**src/logic/dslc_pkg.sv**
```systemverilog
// Package for the drive security lock controller: opcodes, map, fields, types
package dslc_pkg;
   // ********************************************************************
   // Security opcodes
   // ********************************************************************
   localparam logic [7:0] OP_SET_PW     = 8'hF1;
   localparam logic [7:0] OP_UNLOCK     = 8'hF2;
   localparam logic [7:0] OP_ERASE_PREP = 8'hF3;
   localparam logic [7:0] OP_ERASE_UNIT = 8'hF4;
   localparam logic [7:0] OP_FREEZE     = 8'hF5;
   localparam logic [7:0] OP_DISABLE_PW = 8'hF6;
   localparam logic [7:0] OP_SEC_FIRST  = 8'hF1;
   localparam logic [7:0] OP_SEC_LAST   = 8'hF6;

   // ********************************************************************
   // Limits and identify data
   // ********************************************************************
   localparam logic [2:0]  FAIL_LIMIT     = 3'd5;
   localparam logic [15:0] MREV_DEFAULT   = 16'hFFFE;
   localparam logic [15:0] MREV_MIN       = 16'h0001;
   localparam logic [15:0] MREV_MAX       = 16'hFFFE;
   localparam int          W128_EXH_BIT   = 4;
   localparam int          W128_EN_BIT    = 1;
   localparam int          W128_LOCK_BIT  = 2;
   localparam int          W128_FRZ_BIT   = 3;
   localparam int          W128_LVL_BIT   = 8;

   // ********************************************************************
   // Wishbone register map (byte addresses)
   // ********************************************************************
   localparam logic [7:0] ADR_STATUS   = 8'h00;
   localparam logic [7:0] ADR_W92      = 8'h04;
   localparam logic [7:0] ADR_W128     = 8'h08;
   localparam logic [7:0] ADR_IRQ_STAT = 8'h0C;
   localparam logic [7:0] ADR_IRQ_MASK = 8'h10;
   localparam logic [7:0] ADR_FAILS    = 8'h14;
   localparam logic [31:0] UNMAPPED_RD = 32'h0000_0000;

   // Interrupt status bits
   localparam int IRQ_DONE    = 0;
   localparam int IRQ_ABORT   = 1;
   localparam int IRQ_EXHAUST = 2;
   localparam int IRQ_W       = 3;

   // Security mode
   typedef enum logic [1:0] {
      MODE_UNLOCKED = 2'b00,
      MODE_LOCKED   = 2'b01,
      MODE_FROZEN   = 2'b10
   } dslc_mode_e;

   // Command presented by the front end
   typedef struct packed {
      logic [7:0]  opcode;
      logic        media;    // read/write/verify/format class
      logic        cfg;      // config-set, max-address, service
      logic        is_master; // password field selects master
      logic        level_max; // set-password level bit
      logic [15:0] mrev;     // revision code with master set
      logic        pw_match; // compare result from password store
   } dslc_cmd_s;

   // Completion
   typedef struct packed {
      logic abort;
      logic erase;      // erase all user data
      logic store_user;
      logic store_master;
      logic clear_user;
   } dslc_rsp_s;
endpackage : dslc_pkg

```
**src/logic/dslc_fail_cnt.sv**
```systemverilog
// Failed-attempt counter with attempts-exhausted flag
`timescale 1ns/10ps
module dslc_fail_cnt #(
   parameter logic [2:0] LIMIT = dslc_pkg::FAIL_LIMIT
) (
   // Clock and reset
   input  wire logic       i_ref_clk,
   input  wire logic       i_sys_rst,
   // Events
   input  wire logic       i_mismatch,
   // State
   output logic [2:0]      o_count,
   output logic            o_attempts_exhausted_flag
);
   logic [2:0] cnt_q;

   // Saturating count; reset stands for power-on or hard reset
   always_ff @(posedge i_ref_clk) begin
      if (i_sys_rst) begin
         cnt_q <= 3'd0;
      end else if (i_mismatch && cnt_q != LIMIT) begin
         cnt_q <= cnt_q + 3'd1;
      end
   end

   assign o_count = cnt_q;
   assign o_attempts_exhausted_flag = (cnt_q == LIMIT);
endmodule // dslc_fail_cnt

```
**src/logic/dslc_top.sv**
```systemverilog
// Drive security lock controller with Wishbone registers and interrupt
`timescale 1ns/10ps
module dslc_top (
   // Clock and reset
   input  wire logic             i_ref_clk,
   input  wire logic             i_sys_rst,
   // Non-volatile state sampled at reset release
   input  wire logic             i_nv_user_set,
   input  wire logic             i_nv_level_max,
   input  wire logic [15:0]      i_nv_mrev,
   input  wire logic             i_nv_valid,
   // Command port
   input  wire logic             i_cmd_valid,
   input  wire dslc_pkg::dslc_cmd_s i_cmd,
   output logic                  o_rsp_valid,
   output dslc_pkg::dslc_rsp_s   o_rsp,
   output logic [15:0]           o_mrev,
   // Wishbone slave
   input  wire logic             i_wb_cyc,
   input  wire logic             i_wb_stb,
   input  wire logic             i_wb_we,
   input  wire logic [7:0]       i_wb_adr,
   input  wire logic [3:0]       i_wb_sel,
   input  wire logic [31:0]      i_wb_dat,
   output logic [31:0]           o_wb_dat,
   output logic                  o_wb_ack,
   // Interrupt
   output logic                  o_irq
);
   // ********************************************************************
   // State
   // ********************************************************************
   dslc_pkg::dslc_mode_e mode_q;
   logic        lock_en_q, level_max_q, loaded_q;
   logic [15:0] mrev_q;
   logic        rsp_valid_q;
   dslc_pkg::dslc_rsp_s rsp_q;
   logic [dslc_pkg::IRQ_W-1:0] irq_stat_q, irq_mask_q;
   logic        ack_q;
   logic [31:0] rdat_q;
   logic [2:0]  fail_cnt;
   logic        exhausted, mismatch;
   logic        frozen_q;

   function automatic logic is_sec(input logic [7:0] op);
      is_sec = op >= dslc_pkg::OP_SEC_FIRST && op <= dslc_pkg::OP_SEC_LAST;
   endfunction

   // ********************************************************************
   // Command decision
   // ********************************************************************
   logic abort_c, unlock_ok, erase_ok, set_ok, dis_ok, frz_ok;
   logic pw_cmd;
   always_comb begin
      abort_c   = 1'b0;
      unlock_ok = 1'b0;
      erase_ok  = 1'b0;
      set_ok    = 1'b0;
      dis_ok    = 1'b0;
      frz_ok    = 1'b0;
      pw_cmd    = 1'b0;
      case (i_cmd.opcode)
         dslc_pkg::OP_SET_PW: begin
            abort_c = mode_q != dslc_pkg::MODE_UNLOCKED;
            set_ok  = !abort_c;
         end
         dslc_pkg::OP_UNLOCK: begin
            pw_cmd  = 1'b1;
            // Max level refuses master for unlock
            abort_c = mode_q == dslc_pkg::MODE_FROZEN || exhausted ||
                      (i_cmd.is_master && level_max_q) || !i_cmd.pw_match;
            unlock_ok = !abort_c;
         end
         dslc_pkg::OP_ERASE_PREP: begin
            abort_c = mode_q == dslc_pkg::MODE_FROZEN;
         end
         dslc_pkg::OP_ERASE_UNIT: begin
            pw_cmd  = 1'b1;
            abort_c = mode_q == dslc_pkg::MODE_FROZEN || exhausted ||
                      !i_cmd.pw_match;
            erase_ok = !abort_c;
         end
         dslc_pkg::OP_FREEZE: begin
            abort_c = mode_q == dslc_pkg::MODE_LOCKED;
            frz_ok  = !abort_c;
         end
         dslc_pkg::OP_DISABLE_PW: begin
            pw_cmd  = 1'b1;
            abort_c = mode_q != dslc_pkg::MODE_UNLOCKED || !i_cmd.pw_match;
            dis_ok  = !abort_c;
         end
         default: begin
            abort_c = mode_q == dslc_pkg::MODE_LOCKED &&
                      (i_cmd.media || i_cmd.cfg);
         end
      endcase
   end
   // Only a mismatch on a password command, outside frozen and exhausted, counts
   assign mismatch = i_cmd_valid && loaded_q && pw_cmd && !i_cmd.pw_match &&
                     mode_q != dslc_pkg::MODE_FROZEN && !exhausted;

   dslc_fail_cnt #(
      .LIMIT (dslc_pkg::FAIL_LIMIT)
   ) u_fail (
      .i_ref_clk                 (i_ref_clk),
      .i_sys_rst                 (i_sys_rst),
      .i_mismatch                (mismatch),
      .o_count                   (fail_cnt),
      .o_attempts_exhausted_flag (exhausted)
   );

   // ********************************************************************
   // Mode machine; non-volatile state caught after reset release
   // ********************************************************************
   always_ff @(posedge i_ref_clk) begin
      if (i_sys_rst) begin
         mode_q   <= dslc_pkg::MODE_LOCKED;
         loaded_q <= 1'b0;
      end else if (!loaded_q) begin
         if (i_nv_valid) begin
            loaded_q <= 1'b1;
            mode_q   <= i_nv_user_set ? dslc_pkg::MODE_LOCKED
                                      : dslc_pkg::MODE_UNLOCKED;
         end
      end else if (i_cmd_valid) begin
         case (mode_q)
            dslc_pkg::MODE_LOCKED: begin
               if (unlock_ok || erase_ok) begin
                  mode_q <= dslc_pkg::MODE_UNLOCKED;
               end
            end
            dslc_pkg::MODE_UNLOCKED: begin
               if (frz_ok) begin
                  mode_q <= dslc_pkg::MODE_FROZEN;
               end
            end
            dslc_pkg::MODE_FROZEN: begin
               mode_q <= dslc_pkg::MODE_FROZEN;
            end
            default: begin
               mode_q <= dslc_pkg::MODE_LOCKED;
            end
         endcase
      end
   end
   assign frozen_q = mode_q == dslc_pkg::MODE_FROZEN;

   // ********************************************************************
   // Lock enable, level and master revision code
   // ********************************************************************
   always_ff @(posedge i_ref_clk) begin
      if (i_sys_rst) begin
         lock_en_q   <= 1'b0;
         level_max_q <= 1'b0;
         mrev_q      <= dslc_pkg::MREV_DEFAULT;
      end else if (!loaded_q) begin
         if (i_nv_valid) begin
            lock_en_q   <= i_nv_user_set;
            level_max_q <= i_nv_level_max;
            if (i_nv_mrev >= dslc_pkg::MREV_MIN && i_nv_mrev <= dslc_pkg::MREV_MAX) begin
               mrev_q <= i_nv_mrev;
            end
         end
      end else if (i_cmd_valid) begin
         if (set_ok && i_cmd.is_master) begin
            // Master never touches lock enable
            if (i_cmd.mrev >= dslc_pkg::MREV_MIN && i_cmd.mrev <= dslc_pkg::MREV_MAX) begin
               mrev_q <= i_cmd.mrev;
            end
         end else if (set_ok) begin
            lock_en_q   <= 1'b1;
            level_max_q <= i_cmd.level_max;
         end else if (dis_ok || erase_ok) begin
            lock_en_q   <= 1'b0;
         end
      end
   end
   assign o_mrev = mrev_q;

   // ********************************************************************
   // Completion to the command front end
   // ********************************************************************
   always_ff @(posedge i_ref_clk) begin
      if (i_sys_rst) begin
         rsp_valid_q <= 1'b0;
         rsp_q       <= '0;
      end else begin
         rsp_valid_q        <= i_cmd_valid && loaded_q;
         rsp_q.abort        <= abort_c;
         rsp_q.erase        <= i_cmd_valid && erase_ok;
         rsp_q.store_user   <= i_cmd_valid && set_ok && !i_cmd.is_master;
         rsp_q.store_master <= i_cmd_valid && set_ok && i_cmd.is_master;
         rsp_q.clear_user   <= i_cmd_valid && (dis_ok || erase_ok);
      end
   end
   assign o_rsp_valid = rsp_valid_q;
   assign o_rsp       = rsp_q;

   // ********************************************************************
   // Interrupt status: set wins over read-clear
   // ********************************************************************
   logic [dslc_pkg::IRQ_W-1:0] irq_set;
   logic rd_stat;
   assign irq_set[dslc_pkg::IRQ_DONE]    = rsp_valid_q && !rsp_q.abort;
   assign irq_set[dslc_pkg::IRQ_ABORT]   = rsp_valid_q && rsp_q.abort;
   assign irq_set[dslc_pkg::IRQ_EXHAUST] = mismatch && fail_cnt == dslc_pkg::FAIL_LIMIT - 3'd1;
   assign rd_stat = i_wb_cyc && i_wb_stb && !i_wb_we && !ack_q &&
                    i_wb_adr == dslc_pkg::ADR_IRQ_STAT;
   always_ff @(posedge i_ref_clk) begin
      if (i_sys_rst) begin
         irq_stat_q <= '0;
      end else begin
         irq_stat_q <= (rd_stat ? '0 : irq_stat_q) | irq_set;
      end
   end
   assign o_irq = |(irq_stat_q & irq_mask_q);

   // ********************************************************************
   // Wishbone slave, one wait state, ack drops after one cycle
   // ********************************************************************
   logic [31:0] w128;
   always_comb begin
      w128 = '0;
      w128[0]                       = 1'b1;
      w128[dslc_pkg::W128_EN_BIT]   = lock_en_q;
      w128[dslc_pkg::W128_LOCK_BIT] = mode_q == dslc_pkg::MODE_LOCKED;
      w128[dslc_pkg::W128_FRZ_BIT]  = frozen_q;
      w128[dslc_pkg::W128_EXH_BIT]  = exhausted;
      w128[dslc_pkg::W128_LVL_BIT]  = level_max_q;
   end
   always_ff @(posedge i_ref_clk) begin
      if (i_sys_rst) begin
         ack_q      <= 1'b0;
         rdat_q     <= '0;
         irq_mask_q <= '0;
      end else begin
         ack_q <= i_wb_cyc && i_wb_stb && !ack_q;
         if (i_wb_cyc && i_wb_stb && !ack_q) begin
            if (i_wb_we && i_wb_sel[0] && i_wb_adr == dslc_pkg::ADR_IRQ_MASK) begin
               irq_mask_q <= i_wb_dat[dslc_pkg::IRQ_W-1:0];
            end
            case (i_wb_adr)
               dslc_pkg::ADR_STATUS:   rdat_q <= {30'd0, mode_q};
               dslc_pkg::ADR_W92:      rdat_q <= {16'd0, mrev_q};
               dslc_pkg::ADR_W128:     rdat_q <= w128;
               dslc_pkg::ADR_IRQ_STAT: rdat_q <= {29'd0, irq_stat_q};
               dslc_pkg::ADR_IRQ_MASK: rdat_q <= {29'd0, irq_mask_q};
               dslc_pkg::ADR_FAILS:    rdat_q <= {29'd0, fail_cnt};
               default:                rdat_q <= dslc_pkg::UNMAPPED_RD;
            endcase
         end
      end
   end
   assign o_wb_ack = ack_q;
   assign o_wb_dat = rdat_q;
endmodule // dslc_top
```
**config.mk**
```make
export PLATFORM = sky130hd
export DESIGN_NAME = dslc_top
export DESIGN_NICKNAME = d
export VERILOG_FILES = /design/src/logic/dslc_pkg.sv /design/src/logic/dslc_fail_cnt.sv /design/src/logic/dslc_top.sv
export SDC_FILE = /design/constraint.sdc
export NUM_CORES = 1
export LEC_CHECK = 0
export BUFFER_PORTS_ARGS = -buffer_cell sky130_fd_sc_hd__buf_2
export CAP_MARGIN = 20
export CORE_ASPECT_RATIO = 1.25
export CORE_MARGIN = 1.5
export CORE_UTILIZATION = 45
export DETAILED_ROUTE_END_ITERATION = 10
export GPL_TIMING_DRIVEN = 0
export PLACE_DENSITY = 0.8
export SLEW_MARGIN = 10
export SYNTH_ARGS = -nofsm -noshare
export SYNTH_HDL_FRONTEND = slang
export SYNTH_SLANG_ARGS = --single-unit
```
**constraint.sdc**
```tcl
create_clock -name i_ref_clk -period 3.7 [get_ports i_ref_clk]
set_input_delay 1.11 -clock i_ref_clk [delete_from_list [all_inputs] [get_ports i_ref_clk]]
set_output_delay 1.11 -clock i_ref_clk [all_outputs]
set_load 0.005 [all_outputs]
```
==> flow_metrics.tcl <==
set metrics [dict create \
    worst_slew_pin_slew_ps 753 \
    grt_max_degree 16 \
    path_clk_slew_ps 90 \
    viasPerCell 5.58 \
    drive_gt1_frac 0.299 \
    synth_area_leaders "dfxtp_1, a22oi_1, nor2_1" \
    start_kind "primary input" \
    synth_simple_gate_area_frac 0.236 \
    syn_area_mm2 0.00298 \
    post_cts_resized 0 \
    synth.avg_cell_area_um2 8.51 \
    max-clock-path-buffers 2 \
    die_h_um 94.0 \
    ys.flop_type "dfxtp_1" \
    finalSetupViolations 0 \
    row_count 32 \
    cts_setup_buffers 0 \
    clock_latency_ps 300 \
    fin_total_pwr_w 0.00122 \
    ys_ff_latch 53 \
    synth_top_family_by_area "compound AO/OA/AOI/OAI gates" \
    portBuffers 100 \
    fin_crit_ps 3160 \
    wl_per_cell_um 14.9 \
    antenna_left 0 \
    area_growth_pct 25.8 \
    place.gp.congestion 0.904 \
    antenna_found_initial 0 \
    wl_um 8280 \
    synthMuxAreaShare 0.0508 \
    hold_buffers 0 \
    die_area_mm2 0.00712 \
    seq_area_frac_synth 0.356 \
    hp-class "flop to flop" \
    core-area_mm2 0.00629 \
    clock-sinks 53 \
    maxCapViolations 0 \
    synth_compound_area_frac 0.255 \
    grt_pass1_vias 2746 \
    drtPass1Iterations 7 \
    synthAdderAreaFrac 0.0126 \
    cp.required_ps 3870 \
    drtIter0Drc 216 \
    path_max_fanout 9 \
    finalHoldViolCount 0 \
    timing.final.max_slew_violations 0 \
    synthCells 350 \
    die_w_um 75.8 \
    fin_tns_setup_ps 0 \
    fillers 599 \
    power_density_mw_per_mm2 325 \
    cts_tree "built" \
    post-route-period-util 0.854 \
    crit_type "primary input to flop" \
    yosys-top-cells-count "dfxtp_1, nor2_1, a21oi_1, nor2b_1, clkbuf_1" \
    ys.warnings.count 0 \
    endpoint_kind "flop" \
    synth_top_area_share 0.356 \
    critical_path_arrival_ps 3330 \
    irDropWorstVdd_mv 0.194 \
    grt_pass1_wl_um 12800 \
    num_antenna_cells 0 \
    vias 3110 \
    boundaryPins 154 \
    ctsRootBufferMaster "clkbuf_8" \
    dp_hpwl_um 6650 \
    leakagePower_nw 1.56 \
    ys_async_sr_fraction 0 \
    clock_skew_ps 5.97 \
    synth_largest_area_cell "dfxtp_1" \
    max_freq_ghz 0.316 \
    initial_core_util 0.474 \
    relSlewSlack 0.493 \
    grt_overflow 0 \
    outcome "finished clean" \
    numCtsBuffers 5 \
    ctsHtreeMaxLevel 2 \
    drc 0 \
    synth_edf_count 0 \
    synthXorXnorAreaFrac 0.00588 \
    yosysMostFrequentCell "dfxtp_1" \
    rsz0062_at_grt "false" \
    grt_usage 0.231 \
    synth_cell_types 56 \
    nets 573 \
]
## cells by family after synthesis
logic type / Yosys count
AND/OR/NAND/NOR: 130
AO/OA/AOI/OAI: 101
flip-flops: 53
buffers and inverters: 47
multiplexers: 13
adder cells (fa/ha/maj): 3
XOR/XNOR: 2
other: 1
## cell usage in the layout (no fill, tap or decap), drive strengths merged, types with 3 or more instances in the layout
master	Yosys	layout
a2111oi	14	14
a21oi	26	26
a22oi	18	18
a31oi	3	3
buf	21	121
clkbuf	19	24
conb	1	16
dfxtp	53	53
ha	3	3
inv	6	6
mux2	4	4
mux2i	8	8
nand2	17	17
nand2b	6	6
nand4	11	11
nand4b	3	3
nor2	35	35
nor2b	21	21
nor3	5	5
nor4	14	14
o21ai	20	20
o22ai	4	4
or3	3	3
or4	5	5
## registers in the layout, indices dropped and copies added, names as in the netlist
signal          cells
loaded_q            1
lock_en_q           1
o_mrev             16
irq_stat_q          3
o_rsp               5
o_wb_ack            1
level_max_q         1
o_wb_dat           16
u_fail.o_count      3
o_rsp_valid         1
irq_mask_q          3
mode_q              2
## worst max-delay path, stage by stage
cell and delay, ps:
clkbuf_1 290, nand2b_1 200, or4_4 570, o41a_1 510, a2111oi_0 490, o21ai_0 150
## report_power, final
| group | switching [W] | internal [W] |
|---|---|---|
| Clock | 0.000180 | 0.000197 |
| Sequential | 0.0000181 | 0.000590 |
| Combinational | 0.000132 | 0.000102 |
| Total | 0.000330 | 0.000889 |
## final timing paths
kind	depth (start not counted)	startpoint	slack (ps)	end
hold / removal	2	o_wb_dat[3]	460	o_wb_dat[3]
setup reg to reg	5	mode_q[1]	1100	o_mrev[1]
setup / recovery	6	i_cmd[21]	540	o_mrev[1]
hold reg to reg	2	o_wb_dat[3]	460	o_wb_dat[3]
## stage by stage
stage	instance area, um2	instances	hold slack [ps]	setup slack (ps)	utilization
detailed placement	3640	550	450	236	0.579
global placement	3640	550	440	296	0.579
finish	3740	557	458	539	0.596
CTS	3740	557	461	552	0.596
floorplan	3030	365	437	593	-
global route	3740	557	481	365	0.596
## final cells by class
cell class | instances | area, um2 | share of cell area
sequential | 53 | 1060 | 0.283
timing repair buffer | 100 | 500 | 0.134
clock buffer | 5 | 68.8 | 0.0184
inverter | 7 | 26.3 | 0.00702
clock inverter | 2 | 35.0 | 0.00936
buffer | 40 | 219 | 0.0585
multi-input combinational | 265 | 1730 | 0.461
tap | 85 | 106 | 0.0284
## metal layers
metal	GRT usage	vias to the layer above	share of wire
li1	-	1521	-
met1	0.288	1424	0.42
met2	0.396	147	0.49
met3	0.0247	18	0.059
met4	0.0908	0	0.024
met5	0	-	0
(Power assumes the default switching activity.)
